### src/hw/bpa_defs.svh
// constants for the background / power precedence arbiter
`ifndef BPA_DEFS_SVH
`define BPA_DEFS_SVH
`define BPA_PREC_VS 2'h0
`define BPA_PREC_BG 2'h1
`define BPA_PREC_LP 2'h2
`define BPA_PREC_RSV 2'h3
`define BPA_TICK_MS 100
`define BPA_CLK_KHZ 10000
`define BPA_TICK_CYC (`BPA_TICK_MS * `BPA_CLK_KHZ)
`define BPA_TIMER_W 32
`define BPA_NTIMER 5
`define BPA_IDX_IDLE_A 0
`define BPA_IDX_IDLE_B 1
`define BPA_IDX_IDLE_C 2
`define BPA_IDX_STBY_Y 3
`define BPA_IDX_STBY_Z 4
`define BPA_PC_ACTIVE 3'h0
`define BPA_PC_IDLE_A 3'h1
`define BPA_PC_IDLE_B 3'h2
`define BPA_PC_IDLE_C 3'h3
`define BPA_PC_STBY_Y 3'h4
`define BPA_PC_STBY_Z 3'h5
`endif

### src/hw/bpa_pkg.sv
// types for the background / power precedence arbiter
package bpa_pkg;
   typedef enum logic [3:0] {
      BPA_ACTIVE = 4'h1,
      BPA_LOWPWR = 4'h2,
      BPA_BGRUN = 4'h4,
      BPA_BGSUSP = 4'h8
   } bpa_state_t;
endpackage : bpa_pkg

### src/hw/bpa_timer.sv
// one power condition inactivity timer in 100 ms ticks
`include "bpa_defs.svh"
module bpa_timer
   import bpa_pkg::*;
(
   input wire logic sys_clk,
   input wire logic rst_n,
   input wire logic tick,
   input wire logic enable,
   input wire logic activity,
   input wire logic [`BPA_TIMER_W-1:0] init,
   output logic expired
);
   logic [`BPA_TIMER_W-1:0] count;
   logic [`BPA_TIMER_W-1:0] next_count;
   logic next_expired;

   always_comb begin
      next_count = count;
      next_expired = expired;
      if (!enable || activity) begin
         next_count = '0;
         next_expired = 1'b0;
      end else if (tick && !expired) begin
         next_count = count + `BPA_TIMER_W'(1);
         if (next_count >= init)
            next_expired = 1'b1;
      end
   end

   always_ff @(posedge sys_clk or negedge rst_n) begin
      if (!rst_n) begin
         count <= '0;
         expired <= 1'b0;
      end else begin
         count <= next_count;
         expired <= next_expired;
      end
   end
endmodule : bpa_timer

### src/hw/bpa_arbiter.sv
// background function versus low power precedence arbiter
`include "bpa_defs.svh"
module bpa_arbiter
   import bpa_pkg::*;
#(
   parameter int TICK_CYC = `BPA_TICK_CYC
)
(
   input wire logic sys_clk,
   input wire logic rst_n,
   input wire logic [1:0] bg_power_priority_sel,
   input wire logic [`BPA_NTIMER-1:0] timer_enable,
   input wire logic [`BPA_NTIMER*`BPA_TIMER_W-1:0] timer_init,
   input wire logic scan_timer_expired,
   input wire logic scan_enable,
   input wire logic dev_bg_event,
   input wire logic dev_bg_enable,
   input wire logic host_cmd,
   input wire logic host_busy,
   input wire logic bg_done,
   input wire logic bg_allowed_lp,
   output logic [2:0] power_cond,
   output logic bg_run,
   output logic bg_suspend,
   output logic cmd_accept,
   output logic [1:0] prec_active
);
   bpa_state_t state;
   bpa_state_t next_state;
   logic [2:0] next_power_cond;
   logic next_bg_run;
   logic next_bg_suspend;
   logic next_cmd_accept;
   logic [1:0] next_prec_active;
   logic bg_pending;
   logic next_bg_pending;
   logic [31:0] tick_cnt;
   logic [31:0] next_tick_cnt;
   logic tick;
   logic [`BPA_NTIMER-1:0] expired;
   logic [2:0] best_pc;
   logic any_expired;
   logic bg_first;
   logic bg_trigger;

   // divider gives one tick per 100 ms
   always_comb begin
      next_tick_cnt = tick_cnt + 32'h1;
      if (tick_cnt >= 32'(TICK_CYC - 1))
         next_tick_cnt = '0;
   end
   assign tick = (tick_cnt == 32'(TICK_CYC - 1));

   // host traffic counts as activity and restarts all timers
   genvar gi;
   generate
      for (gi = 0; gi < `BPA_NTIMER; gi++) begin : g_tmr
         bpa_timer u_tmr (
            .sys_clk(sys_clk),
            .rst_n(rst_n),
            .tick(tick),
            .enable(timer_enable[gi]),
            .activity(host_cmd | host_busy),
            .init(timer_init[gi*`BPA_TIMER_W +: `BPA_TIMER_W]),
            .expired(expired[gi])
         );
      end
   endgenerate

   // fixed priority, deepest condition first
   always_comb begin
      best_pc = `BPA_PC_ACTIVE;
      if (expired[`BPA_IDX_STBY_Z])
         best_pc = `BPA_PC_STBY_Z;
      else if (expired[`BPA_IDX_STBY_Y])
         best_pc = `BPA_PC_STBY_Y;
      else if (expired[`BPA_IDX_IDLE_C])
         best_pc = `BPA_PC_IDLE_C;
      else if (expired[`BPA_IDX_IDLE_B])
         best_pc = `BPA_PC_IDLE_B;
      else if (expired[`BPA_IDX_IDLE_A])
         best_pc = `BPA_PC_IDLE_A;
   end
   assign any_expired = |expired;

   // 00 folds into 01, reserved keeps the last good setting
   always_comb begin
      next_prec_active = prec_active;
      if (bg_power_priority_sel == `BPA_PREC_VS)
         next_prec_active = `BPA_PREC_BG;
      else if (bg_power_priority_sel != `BPA_PREC_RSV)
         next_prec_active = bg_power_priority_sel;
   end
   assign bg_first = (prec_active == `BPA_PREC_BG);
   assign bg_trigger = (scan_timer_expired && scan_enable) ||
                       (dev_bg_event && dev_bg_enable);

   always_comb begin
      next_state = state;
      next_power_cond = power_cond;
      next_bg_run = 1'b0;
      next_bg_suspend = 1'b0;
      next_cmd_accept = host_cmd;
      next_bg_pending = bg_pending | bg_trigger;
      case (state)
         BPA_ACTIVE: begin
            next_power_cond = `BPA_PC_ACTIVE;
            if (bg_pending && !host_cmd && !host_busy) begin
               next_state = BPA_BGRUN;
               next_bg_run = 1'b1;
            end else if (any_expired && !host_busy) begin
               next_state = BPA_LOWPWR;
               next_power_cond = best_pc;
            end
         end
         BPA_LOWPWR: begin
            next_power_cond = best_pc == `BPA_PC_ACTIVE ? power_cond : best_pc;
            if (host_cmd) begin
               next_state = BPA_ACTIVE;
               next_power_cond = `BPA_PC_ACTIVE;
            end else if (bg_first && bg_pending) begin
               next_state = BPA_BGRUN;
               next_bg_run = 1'b1;
               next_power_cond = `BPA_PC_ACTIVE;
            end else if (!bg_first && bg_pending && bg_allowed_lp && !host_busy) begin
               next_state = BPA_BGRUN;
               next_bg_run = 1'b1;
            end
         end
         BPA_BGRUN: begin
            next_bg_run = 1'b1;
            if (host_cmd) begin
               next_state = BPA_BGSUSP;
               next_bg_run = 1'b0;
               next_bg_suspend = 1'b1;
            end else if (!bg_first && any_expired && !bg_allowed_lp) begin
               next_state = BPA_LOWPWR;
               next_bg_run = 1'b0;
               next_bg_suspend = 1'b1;
               next_power_cond = best_pc;
            end else if (bg_done && !bg_trigger) begin
               next_bg_pending = 1'b0;
               next_bg_run = 1'b0;
               // in background-first, or low-power-first with bg_allowed_lp, expiry during work waits until here
               if (any_expired) begin
                  next_state = BPA_LOWPWR;
                  next_power_cond = best_pc;
               end else begin
                  next_state = BPA_ACTIVE;
               end
            end
         end
         BPA_BGSUSP: begin
            next_bg_suspend = 1'b1;
            if (!host_cmd && !host_busy) begin
               next_state = BPA_BGRUN;
               next_bg_suspend = 1'b0;
               next_bg_run = 1'b1;
            end
         end
         default: begin
            next_state = BPA_ACTIVE;
         end
      endcase
   end

   always_ff @(posedge sys_clk or negedge rst_n) begin
      if (!rst_n) begin
         state <= BPA_ACTIVE;
         power_cond <= `BPA_PC_ACTIVE;
         bg_run <= 1'b0;
         bg_suspend <= 1'b0;
         cmd_accept <= 1'b0;
         prec_active <= `BPA_PREC_BG;
         bg_pending <= 1'b0;
         tick_cnt <= '0;
      end else begin
         state <= next_state;
         power_cond <= next_power_cond;
         bg_run <= next_bg_run;
         bg_suspend <= next_bg_suspend;
         cmd_accept <= next_cmd_accept;
         prec_active <= next_prec_active;
         bg_pending <= next_bg_pending;
         tick_cnt <= next_tick_cnt;
      end
   end
endmodule : bpa_arbiter

### config.mk
export PLATFORM = sky130hd
export DESIGN_NAME = bpa_arbiter
export DESIGN_NICKNAME = d
export VERILOG_FILES = /design/src/hw/bpa_pkg.sv /design/src/hw/bpa_timer.sv /design/src/hw/bpa_arbiter.sv
export VERILOG_INCLUDE_DIRS = /design/src /design/src/hw
export SDC_FILE = /design/constraint.sdc
export NUM_CORES = 1
export LEC_CHECK = 0
export ABC_AREA = 1
export BUFFER_PORTS_ARGS = -buffer_cell sky130_fd_sc_hd__buf_2
export CAP_MARGIN = 20
export CORE_MARGIN = 2
export CORE_UTILIZATION = 65
export DETAILED_ROUTE_END_ITERATION = 7
export PLACE_DENSITY = 0.87
export SYNTH_ARGS = -nofsm -noshare
export SYNTH_HDL_FRONTEND = slang
export SYNTH_SLANG_ARGS = --single-unit
### constraint.sdc
create_clock -name sys_clk -period 5.8 [get_ports sys_clk]
set_input_delay 0.58 -clock sys_clk [delete_from_list [all_inputs] [get_ports sys_clk]]
set_output_delay 0.58 -clock sys_clk [all_outputs]
set_load 0.01 [all_outputs]
==> reports/metrics.cfg, run 1 <==
[timing]
setup_viol = 0
rsz0062_at_grt = no
min_period_ns = 3.31
setup_ws_ns = 2.49
maxSlewViolCount = 0
relSlewSlack_pct = 31.9
fin_skew_ns = 0.0184
hold_viol_final = 0
max_slew.worst_pin.slew_ns = 1.02
timing.fmax_ghz = 0.302
fin_tns_setup_ns = 0
finalCritPeriodShare_pct = 57.0

[die]
row_count = 59
io_pins = 185
initial_utilization_pct = 66.4
die_h_um = 167
die_w_um = 167
dieArea_mm2 = 0.0279
core-area_mm2 = 0.0261

[critical_path]
cp.required_ns = 6.25
start_kind = flop
cp_max_fo = 7
crit_chain = ha_1 -> nand2_1 -> inv_1 -> nand2_1 -> nor2_1 -> nand2_1 -> inv_1 -> nand2_1 -> o21ai_0 -> inv_1 -> ha_1 -> nand2_1 -> nor2_1 -> nand2_1 -> nor2_1 -> nor2_1 -> nand2_1 -> nand2_1 -> nand2_1 -> nand3_1 -> nand2_1
slowest_delay_ns = 0.50
cp_slowest_cell = dfrtp_1
path_class = reg2reg
r2r-end = g_tmr[1].u_tmr.expired$_DFFE_PN0P_
critPathArrivalTime_ns = 3.76
cp_common_cell = nand2_1
cp-end-kind = flop
ff2ff_setup_slack_ns = 2.49
timing.rr.start = g_tmr[1].u_tmr.count[0]$_DFFE_PN0P_
reg2reg_depth = 21

[logic_synthesis]
syn_inst = 2556
synth_edf_count = 0
ys_types = 48
synthArstFlopShare_pct = 100
synth_top_cell_area_share_pct = 30.1
yosysTopAreaCell = dfrtp_1
ys_seq_elements = 210
ys.flop_type = dfrtp_1
synth_area_mm2 = 0.0173
synth-seq-area-share_pct = 30.4
synth_warnings = 0
synthTopCellsByArea = dfrtp_1 30%, nand2_1 16%, ha_1 12%
synth.avg_cell_area_um2 = 6.77

[grt]
antenna_found_initial = 2
grt-ovfl-total = 0
grt_pass1_wl_um = 76500
grt_max_degree = 112
grt_pass1_vias = 16700
grtUsageTotal_pct = 32.7

[detailed_routing]
avgViaCountPerCell = 5.45
vias = 16900
wl_um = 45400
ant_nets = 0
firstDrtPassIters = 6
wire_per_inst_um = 14.6
drc_errors = 0
drtIter0Drc = 1479

[run_status]
status = finished, final reports clean

[clock_network]
clock_latency_ns = 0.53
clk_pin_slew_ns = 0.06
htree_levels = 1
cts_max_path_buffers = 3
cts_tree = built
cts.sinks = 210
cts-root-buf = clkbuf_16
post-cts-setup-buffers = 0
cts_resized = 0
numCtsBuffers = 24
holdBufCountCts = 0

[layout]
drive_gt1_share_pct = 10.3
nFillCells = 2169
area_delta_synth_final_pct = 11.8
layout.nets = 3091

[place]
dp_slack_ns = 2.65
dp_hpwl_um = 35200
portBuffers = 184
routabilityCongestion = 0.967

[power_and_ir_drop]
p_leak_nw = 10.8
ir_worst_vdd_mv = 0.341
p_per_area_mw_per_mm2 = 179

[hold_path]
hp-class = in2async

[flow_run]
drv_cap = 0

-- report_power, final --
group | leakage [nW] | switching (mW) | internal, mW | total [mW]
clock | 0.408 | 0.644 | 0.961 | 1.60
combinational | 7.46 | 0.222 | 0.125 | 0.347
sequential | 2.89 | 0.0125 | 1.49 | 1.50
total | 10.8 | 0.879 | 2.58 | 3.46
-- worst max path at each step --
stage,startpoint,to,slack (ns),depth (start not counted)
after detailed placement,g_tmr[1].u_tmr.count[0]$_DFFE_PN0P_,g_tmr[1].u_tmr.expired$_DFFE_PN0P_,2.65,21
after floorplan,g_tmr[1].u_tmr.count[0]$_DFFE_PN0P_,g_tmr[1].u_tmr.expired$_DFFE_PN0P_,3.34,21
final,g_tmr[1].u_tmr.count[0]$_DFFE_PN0P_,g_tmr[1].u_tmr.expired$_DFFE_PN0P_,2.49,21
after CTS,g_tmr[1].u_tmr.count[0]$_DFFE_PN0P_,g_tmr[1].u_tmr.expired$_DFFE_PN0P_,2.60,21
after global routing,g_tmr[1].u_tmr.count[0]$_DFFE_PN0P_,g_tmr[1].u_tmr.expired$_DFFE_PN0P_,2.25,21
after global placement,g_tmr[1].u_tmr.count[0]$_DFFE_PN0P_,g_tmr[1].u_tmr.expired$_DFFE_PN0P_,2.78,21
-- kinds of logic after synthesis --
logic type	count (synthesis)	synth area share (%)
buf+inv	536	12.2
xor+xnor	102	5.21
compound gates	272	8.83
simple gates	1269	31.4
other cells	1	0.0217
fa+ha+maj	166	12.0
flops	210	30.4
-- per-layer routing --
metal	vias to the layer above	track usage [%]	share of wire, %
met3	111	3.88	6.4
met5	-	0	0.029
met4	2	11.7	3.3
li1	8380	-	-
met2	646	55.8	47
met1	7762	43.1	43
-- area by class of cell --
type,count,area [um2],share of cell area (%)
well taps,335,419,2.17
clock buffers,33,726,3.75
repair buffers,185,950,4.91
multi-input cells,1821,9970,51.6
clock inverters,10,108,0.557
flip-flops and latches,210,5260,27.2
inverters,506,1900,9.82
diodes,1,2.50,0.0129
-- per-stage QoR --
step	std cells	instance area, um2	hold slack (ns)	util, %	power (mW)
floorplan	2567	17300	0.284	-	1.72
global placement	3057	18500	0.451	71.0	1.86
CTS	3100	19300	0.171	74.2	3.46
global route	3100	19300	0.194	74.2	3.58
detailed placement	3057	18500	0.467	71.0	1.87
finish	3101	19300	0.0910	74.2	3.46
-- placed cells by master, fill, tap and decap left out, types with 11 or more instances in the layout --
cell	instances
nand2_1	728
inv_1	495
nor2_1	231
dfrtp_1	208
buf_2	183
ha_1	166
nand3_1	117
nor3_1	99
xor2_1	92
o21ai_0	76
o21ai_1	66
a21oi_1	60
nand4_1	39
clkbuf_16	25
a21o_1	21
o22ai_1	19
o21ai_2	12
conb_1	12
inv_2	11
-- cell usage after synthesis (2+ instances only) --
cell and instances:
buf_6 6, or2_2 2, nand4_2 2, buf_4 8
nor2_1 231, nand3_1 117, dfstp_2 2, o21ai_0 76
nand2_1 728, ha_1 166, nand3b_1 9, and2_1 2
nor2_2 5, inv_2 11, o211ai_1 2, dfrtp_1 208
o21ai_1 66, o21bai_1 6, o21ai_2 12, nor3b_1 8
nor3_2 5, nor3_1 99, inv_1 495, xor2_1 92
o22ai_1 19, nand3_2 5, nand4_1 39, a21o_1 21
nand4_4 2, xnor2_1 9, a21boi_0 2, nand2_4 2
a21oi_1 60, nand2_2 3, o21a_1 6, buf_2 15
nor2_4 4
-- registers in the layout, indices dropped and copies added (netlist names), 2 cells and up --
register	count
g_tmr.u_tmr.count	160
g_tmr.u_tmr.expired	5
power_cond	3
prec_active	2
state	4
tick_cnt	32
-- worst max-delay path: cells and delay by family (launching register included) --
kind / cells / cell delay [ns]
AND/OR/NAND/NOR: 15 / 1.59
buffers and inverters: 3 / 0.32
AO/OA/AOI/OAI: 1 / 0.29
flip-flops: 1 / 0.50
adder cells (fa/ha/maj): 2 / 0.54
Power figures use the tool's default switching activity.
==> run 2: changes to the inputs <==
--- a/config.mk
+++ b/config.mk
@@ -10,9 +10,9 @@
 export BUFFER_PORTS_ARGS = -buffer_cell sky130_fd_sc_hd__buf_2
 export CAP_MARGIN = 20
 export CORE_MARGIN = 2
-export CORE_UTILIZATION = 65
+export CORE_UTILIZATION = 61
 export DETAILED_ROUTE_END_ITERATION = 7
-export PLACE_DENSITY = 0.87
+export PLACE_DENSITY = 0.82
 export SYNTH_ARGS = -nofsm -noshare
 export SYNTH_HDL_FRONTEND = slang
 export SYNTH_SLANG_ARGS = --single-unit
==> constraint.sdc (replaced) <==
create_clock -name sys_clk -period 3.45 [get_ports sys_clk]
set_input_delay 0.345 -clock sys_clk [delete_from_list [all_inputs] [get_ports sys_clk]]
set_output_delay 0.345 -clock sys_clk [all_outputs]
set_load 0.01 [all_outputs]
==> run 2 against run 1 <==
  * Core utilization shrank 4.1 points
  * Maximum frequency grew 7.7%
  * Clock skew is essentially flat
  * Cell count grew 1.8%
  * Via count shrank 0.29%
  * Clock-buffer cell count shrank 1
  * Routed wire length grew 0.90%
  * Critical path depth is the same
  * Sequential power grew 69%
  * Total power grew 74%
  * Setup slack lost 2.1 ns
  * Critical path type unchanged
  * Largest power group unchanged
==> reports/metrics.cfg, run 2 (same netlist as run 1, synthesis figures left out) <==
[critical_path]
crit_chain = ha_1 -> nand2_1 -> inv_1 -> nand2_1 -> nor2_1 -> nand2_1 -> inv_1 -> nand2_1 -> o21ai_0 -> inv_1 -> ha_1 -> nand2_1 -> nor2_1 -> nand2_1 -> nor2_1 -> nor2_1 -> nand2_1 -> nand2_1 -> nand2_1 -> nand3_1 -> nand2_1
cp.required_ns = 3.92  ; -2.33 ns
critPathArrivalTime_ns = 3.55  ; -0.21 ns
timing.rr.start = g_tmr[1].u_tmr.count[0]$_DFFE_PN0P_
reg2reg_depth = 21  ; unchanged
cp_common_cell = nand2_1
ff2ff_setup_slack_ns = 0.38  ; -2.11 ns
slowest_delay_ns = 0.47  ; -0.03 ns
start_kind = flop
cp_slowest_cell = dfrtp_1
cp_max_fo = 7  ; unchanged
path_class = reg2reg
cp-end-kind = flop
r2r-end = g_tmr[1].u_tmr.expired$_DFFE_PN0P_

[die]
core-area_mm2 = 0.0279  ; +6.9%
die_w_um = 172  ; +3.2%
die_h_um = 172  ; +3.2%
io_pins = 185  ; unchanged
dieArea_mm2 = 0.0297  ; +6.4%
row_count = 61  ; +3.4%
initial_utilization_pct = 62.1  ; -4.3 points

[clock_network]
cts_max_path_buffers = 3  ; unchanged
htree_levels = 1  ; unchanged
clock_latency_ns = 0.54  ; about the same
numCtsBuffers = 25  ; +4.2%
cts-root-buf = clkbuf_16
clk_pin_slew_ns = 0.06  ; about the same
cts.sinks = 210  ; unchanged
cts_tree = built

[flow_run]
drv_cap = 0  ; unchanged

[power_and_ir_drop]
p_leak_nw = 10.8  ; +0.73%
power_switching_mw = 1.52  ; +73%
p_comb_share_pct = 9.7  ; -0.3 points
p_per_area_mw_per_mm2 = 308  ; +72%
power.internal_mw = 4.50  ; +75%
ir_worst_vdd_mv = 0.402  ; +18%
switching_share_pct = 25.2  ; -0.20 points
power_frac_clock_pct = 48.2  ; +1.8 points
power_frac_seq_pct = 42.1  ; -1.4 points

[detailed_routing]
firstDrtPassIters = 6  ; unchanged
ant_nets = 0  ; unchanged
wl_um = 45800  ; +0.90%
drtIter0Drc = 1233  ; -17%
vias = 16900  ; -0.29%
drc_errors = 0  ; unchanged
avgViaCountPerCell = 5.34  ; -2.0%
wire_per_inst_um = 14.5  ; -0.85%

[timing]
finalCritPeriodShare_pct = 89.0  ; +32 points
setup_viol = 0  ; unchanged
min_period_ns = 3.07  ; -0.237 ns
rsz0062_at_grt = no
relSlewSlack_pct = 50.5  ; +19 points
max_slew.worst_pin.slew_ns = 0.740  ; -0.278 ns
setup_ws_ns = 0.379  ; -2.11 ns
fin_tns_setup_ns = 0  ; unchanged
maxSlewViolCount = 0  ; unchanged
hold_viol_final = 0  ; unchanged
timing.fmax_ghz = 0.326  ; +7.7%
fin_skew_ns = 0.0179  ; -0.000462 ns

[layout]
largest-register = g_tmr.u_tmr.count
area_delta_synth_final_pct = 13.0
final_common_cell = nand2_1
utilization_pct = 70.1  ; -4.1 points
largest_reg_flops = 160  ; unchanged
layout.nets = 3102  ; +0.36%
drive_gt1_share_pct = 10.5  ; +0.24 points
stdcell_area_mm2 = 0.0195  ; +1.1%
instances_no_fill = 3156  ; +1.8%
largest_registers = g_tmr.u_tmr.count (160), tick_cnt (32), g_tmr.u_tmr.expired (5)
diodes = 0  ; -1
layout_common_cells = 728 x nand2_1, 495 x inv_1, 231 x nor2_1

[grt]
grt_pass1_vias = 16000  ; -3.7%
grt_max_degree = 77  ; -31%
grt-ovfl-total = 0  ; unchanged
antenna_found_initial = 1  ; -1
grt_pass1_wl_um = 75000  ; -2.0%
grtUsageTotal_pct = 31.0  ; -1.7 points

[place]
dp_slack_ns = 0.496  ; -2.15 ns
dp_hpwl_um = 35400  ; +0.73%
dpl_cell_area_mm2 = 0.0186  ; +0.68%
portBuffers = 184  ; unchanged
dp.cells = 3108  ; +1.7%
routabilityCongestion = 0.973  ; +0.62%

[hold_path]
hold_depth = 2
holdPathEnd = prec_active[1]$_DFFE_PN0P_
hp-class = in2reg
hold_start = bg_power_priority_sel[0]

[run_status]
status = finished, final reports clean

[run 2: cell count changes in the layout (fill, tap and decap cells not counted), sizes merged]
cell / previous run / this run
buf: 184 / 192
bufinv: 2 / 5
dlygate4sd3: 0 / 2
inv: 506 / 508
clkbuf: 34 / 33
clkinvlp: 3 / 2
diode: 1 / 0
[run 2: metal layers]
metal  global-route usage, %  vias up  part of all wire [%]
li1                        -     8429                     -
met4                    10.3        2                   3.3
met5                       0        -                 0.028
met1                    40.7     7725                    44
met3                    3.69      120                   5.6
met2                    53.2      576                    47
[run 2: worst max-delay path by stage]
stage               slack, ns                            endpoint                           startpoint  cells past startpoint
global placement         0.57  g_tmr[4].u_tmr.expired$_DFFE_PN0P_  g_tmr[4].u_tmr.count[0]$_DFFE_PN0P_                     20
floorplan                0.99  g_tmr[1].u_tmr.expired$_DFFE_PN0P_  g_tmr[1].u_tmr.count[0]$_DFFE_PN0P_                     21
global route             0.04  g_tmr[1].u_tmr.expired$_DFFE_PN0P_  g_tmr[1].u_tmr.count[0]$_DFFE_PN0P_                     21
CTS                      0.42  g_tmr[1].u_tmr.expired$_DFFE_PN0P_  g_tmr[1].u_tmr.count[0]$_DFFE_PN0P_                     21
detailed placement       0.50  g_tmr[1].u_tmr.expired$_DFFE_PN0P_  g_tmr[1].u_tmr.count[0]$_DFFE_PN0P_                     21
finish                   0.38  g_tmr[1].u_tmr.expired$_DFFE_PN0P_  g_tmr[1].u_tmr.count[0]$_DFFE_PN0P_                     21
[run 2: layout make-up]
type / instances / area (um2)
multi-input cells: 1821 / 9970
clock inverters: 14 / 211
repair buffers: 195 / 1040
fillers: 2445 / 8320
well taps: 378 / 473
flip-flops and latches: 210 / 5260
inverters: 506 / 1900
clock buffers: 32 / 682
[run 2: per-stage QoR]
stage	total power [mW]	hold WS [ns]
after global routing	6.24	0.0194
after floorplan	2.89	0.0494
after CTS	6.05	0.00970
final	6.02	0.0211
after detailed placement	3.16	0.436
after global placement	3.14	0.417
[run 2: power groups by stage]
stage | clock [mW] | combinational, mW | sequential, mW
6_report | 2.90 | 0.583 | 2.54
5_1_grt | 3.03 | 0.674 | 2.54
4_1_cts | 2.93 | 0.585 | 2.54
3_5_place_dp | 0 | 0.578 | 2.58
3_3_place_gp | 0 | 0.557 | 2.58
2_1_floorplan | 0 | 0.314 | 2.58
[run 2: timing repair]
item	4_1_cts	5_1_grt
hold endpoints to repair	73	0
gates resized for setup	0	0
buffers inserted	0	0
hold buffers	2	0
[run 2: critical path: cells and delay by family, from the launching register on]
kind	cells	cell delay (ns)
simple gates	15	1.52
flops	1	0.47
fa+ha+maj	2	0.51
buf+inv	3	0.30
compound gates	1	0.23
==> run 3: changes to the inputs <==
--- a/config.mk
+++ b/config.mk
@@ -10,9 +10,9 @@
 export BUFFER_PORTS_ARGS = -buffer_cell sky130_fd_sc_hd__buf_2
 export CAP_MARGIN = 20
 export CORE_MARGIN = 2
-export CORE_UTILIZATION = 61
+export CORE_UTILIZATION = 55
 export DETAILED_ROUTE_END_ITERATION = 7
-export PLACE_DENSITY = 0.82
+export PLACE_DENSITY = 0.78
 export SYNTH_ARGS = -nofsm -noshare
 export SYNTH_HDL_FRONTEND = slang
 export SYNTH_SLANG_ARGS = --single-unit
==> constraint.sdc (replaced) <==
create_clock -name sys_clk -period 2.55 [get_ports sys_clk]
set_input_delay 0.255 -clock sys_clk [delete_from_list [all_inputs] [get_ports sys_clk]]
set_output_delay 0.255 -clock sys_clk [all_outputs]
set_load 0.01 [all_outputs]
==> run 3 against run 2 <==
  * The flow now finishes with violations (setup timing)
  * Clock-buffer cell count decreased by 2
  * Total power rose by 36%
  * Hold slack worse by 0.0070 ns
  * Die area increased by 11%
  * Clock skew rose by 0.0015 ns
  * Sequential share of layout area is 4.0 points lower
  * Maximum frequency is 15% higher
  * Global-route usage is 1.3 points lower
  * Critical path depth is 1 lower
  * Largest cell class unchanged
==> reports/metrics.cfg, run 3 (same netlist as run 1, synthesis figures left out) <==
[run_status]
status = finished, violations left
violations = setup timing

[clock_network]
cts-root-buf = clkbuf_16
cts_max_path_buffers = 3  ; unchanged
htree_levels = 1  ; unchanged
numCtsBuffers = 25  ; unchanged
cts.sinks = 210  ; unchanged
clock_latency_ns = 0.54  ; about the same
clk_pin_slew_ns = 0.06  ; about the same
cts_tree = built

[timing]
finalCritPeriodShare_pct = 105  ; +16 points
timing.fmax_ghz = 0.374  ; +15%
whs_ns = 0.0141  ; -0.00703 ns
relSlewSlack_pct = 58.8  ; +8.3 points
maxSlewViolCount = 0  ; unchanged
hold_viol_final = 0  ; unchanged
setup_viol = 3  ; +3
max_slew.worst_pin.slew_ns = 0.618  ; -0.122 ns
setup_ws_ns = -0.121  ; -0.500 ns
rsz0062_at_grt = yes
fin_skew_ns = 0.0195  ; +0.00153 ns
min_period_ns = 2.67  ; -0.400 ns

[critical_path]
path_class = reg2reg
cp.required_ns = 2.98  ; -0.94 ns
critPathArrivalTime_ns = 3.10  ; -0.45 ns
start_kind = flop
ff2ff_setup_slack_ns = -0.12  ; -0.50 ns
cp_max_fo = 4  ; -3
cp-end-kind = flop

[detailed_routing]
firstDrtPassIters = 8  ; +2
wl_um = 52500  ; +15%
ant_nets = 0  ; unchanged
vias = 18300  ; +8.9%
drtIter0Drc = 1527  ; +24%
wire_per_inst_um = 15.3  ; +5.4%
drc_errors = 0  ; unchanged
avgViaCountPerCell = 5.35  ; +0.24%

[die]
io_pins = 185  ; unchanged
die_w_um = 181  ; +5.2%
core-area_mm2 = 0.0307  ; +10%
dieArea_mm2 = 0.0329  ; +11%
die_h_um = 181  ; +5.2%
initial_utilization_pct = 56.2  ; -5.8 points
row_count = 64  ; +4.9%

[layout]
drive_gt1_share_pct = 27.7  ; +17 points
layout_common_cells = 672 x nand2_1, 468 x inv_1, 248 x buf_4
largest_reg_flops = 160  ; unchanged
instances_no_fill = 3428  ; +8.6%
stdcell_area_mm2 = 0.0230  ; +18%
layout.nets = 3356  ; +8.2%
largest_registers = g_tmr.u_tmr.count (160), tick_cnt (32), g_tmr.u_tmr.expired (5)
area_delta_synth_final_pct = 32.9
largest-register = g_tmr.u_tmr.count
final_common_cell = nand2_1

[place]
dp.cells = 3310  ; +6.5%
portBuffers = 184  ; unchanged
dp_slack_ns = -0.527  ; -1.02 ns
dp_hpwl_um = 37900  ; +7.0%
routabilityCongestion = 0.987  ; +1.4%
dpl_cell_area_mm2 = 0.0200  ; +7.5%

[power_and_ir_drop]
power.total_mw = 8.16  ; +36%
p_per_area_mw_per_mm2 = 355  ; +15%
p_leak_nw = 12.5  ; +15%
ir_worst_vdd_mv = 0.473  ; +18%

[grt]
antenna_found_initial = 1  ; unchanged
grt-ovfl-total = 0  ; unchanged
grt_pass1_vias = 17700  ; +11%
grt_pass1_wl_um = 81400  ; +8.5%
grt_max_degree = 70  ; -9.1%
grtUsageTotal_pct = 29.7  ; -1.3 points

[flow_run]
drv_cap = 0  ; unchanged

[hold_path]
hp-class = in2reg

## run 3: changes by cell type in the layout (fill, tap and decap cells not counted), sizes merged
cell,before,now
inv,508,507
buf,192,441
clkinv,5,7
diode,0,1
dlygate4sd3,2,7
clkbuf,33,31
## run 3: final timing paths
check / start / end / depth (start not counted)
min in group asynchronous: rst_n / g_tmr[2].u_tmr.count[31]$_DFFE_PN0P_ / 2
setup reg to reg: g_tmr[0].u_tmr.count[1]$_DFFE_PN0P_ / g_tmr[0].u_tmr.expired$_DFFE_PN0P_ / 20
hold / removal: timer_enable[3] / g_tmr[3].u_tmr.expired$_DFFE_PN0P_ / 3
max in group asynchronous: rst_n / g_tmr[3].u_tmr.count[5]$_DFFE_PN0P_ / 3
hold reg to reg: tick_cnt[0]$_DFF_PN0_ / tick_cnt[0]$_DFF_PN0_ / 1
setup / recovery: g_tmr[0].u_tmr.count[1]$_DFFE_PN0P_ / g_tmr[0].u_tmr.expired$_DFFE_PN0P_ / 20
## run 3: final cells by class
type | count | area (um2)
multi-input combinational | 1821 | 11400
fill | 2322 | 7760
sequential | 210 | 5270
timing repair buffer | 449 | 2990
inverter | 506 | 1900
clock buffer | 30 | 664
tap | 396 | 495
clock inverter | 15 | 216
antenna | 1 | 2.50
## run 3: metrics by stage
stage | setup TNS [ns] | util (%)
after floorplan | 0 | -
after global placement | -0.877 | 65.1
after detailed placement | -1.10 | 65.1
after CTS | -0.00587 | 69.3
after global routing | -1.06 | 74.8
final | -0.167 | 74.8
## run 3: metal layers
metal | global-route usage (%) | routed length [um] | up-vias
met4 | 11.1 | 2080 | 0
met1 | 36.8 | 21200 | 8556
met5 | 0 | 0 | -
li1 | - | - | 8892
met3 | 3.63 | 3280 | 176
met2 | 53.0 | 25900 | 725
## run 3: report_power, final
group	switching [mW]	internal (mW)	leakage [nW]
clock	1.52	2.37	0.429
combinational	0.538	0.313	9.20
sequential	0.0310	3.39	2.87
## run 3: what timing repair did
item,CTS,global route
setup endpoints to repair,5,5
pin swaps,10,115
hold buffers,7,0
resized for setup,43,309
setup buffers,19,46
hold endpoints to repair,70,0
## run 3: worst max-delay path, cell delays in order, from the launching register on
cell and delay, ns:
dfrtp_1 0.39, ha_2 0.21, nand2_2 0.08, inv_2 0.09, nand3_4 0.10, buf_6 0.15
inv_1 0.08, buf_4 0.12, nor2_1 0.04, nor2_1 0.21, ha_1 0.28, nand2_1 0.10
nor2_2 0.06, nand2_1 0.09, nor2_2 0.05, nor2_1 0.12, nand2_1 0.11, nand2_1 0.10
nand2_2 0.07, nand3_2 0.05, nand2_1 0.05
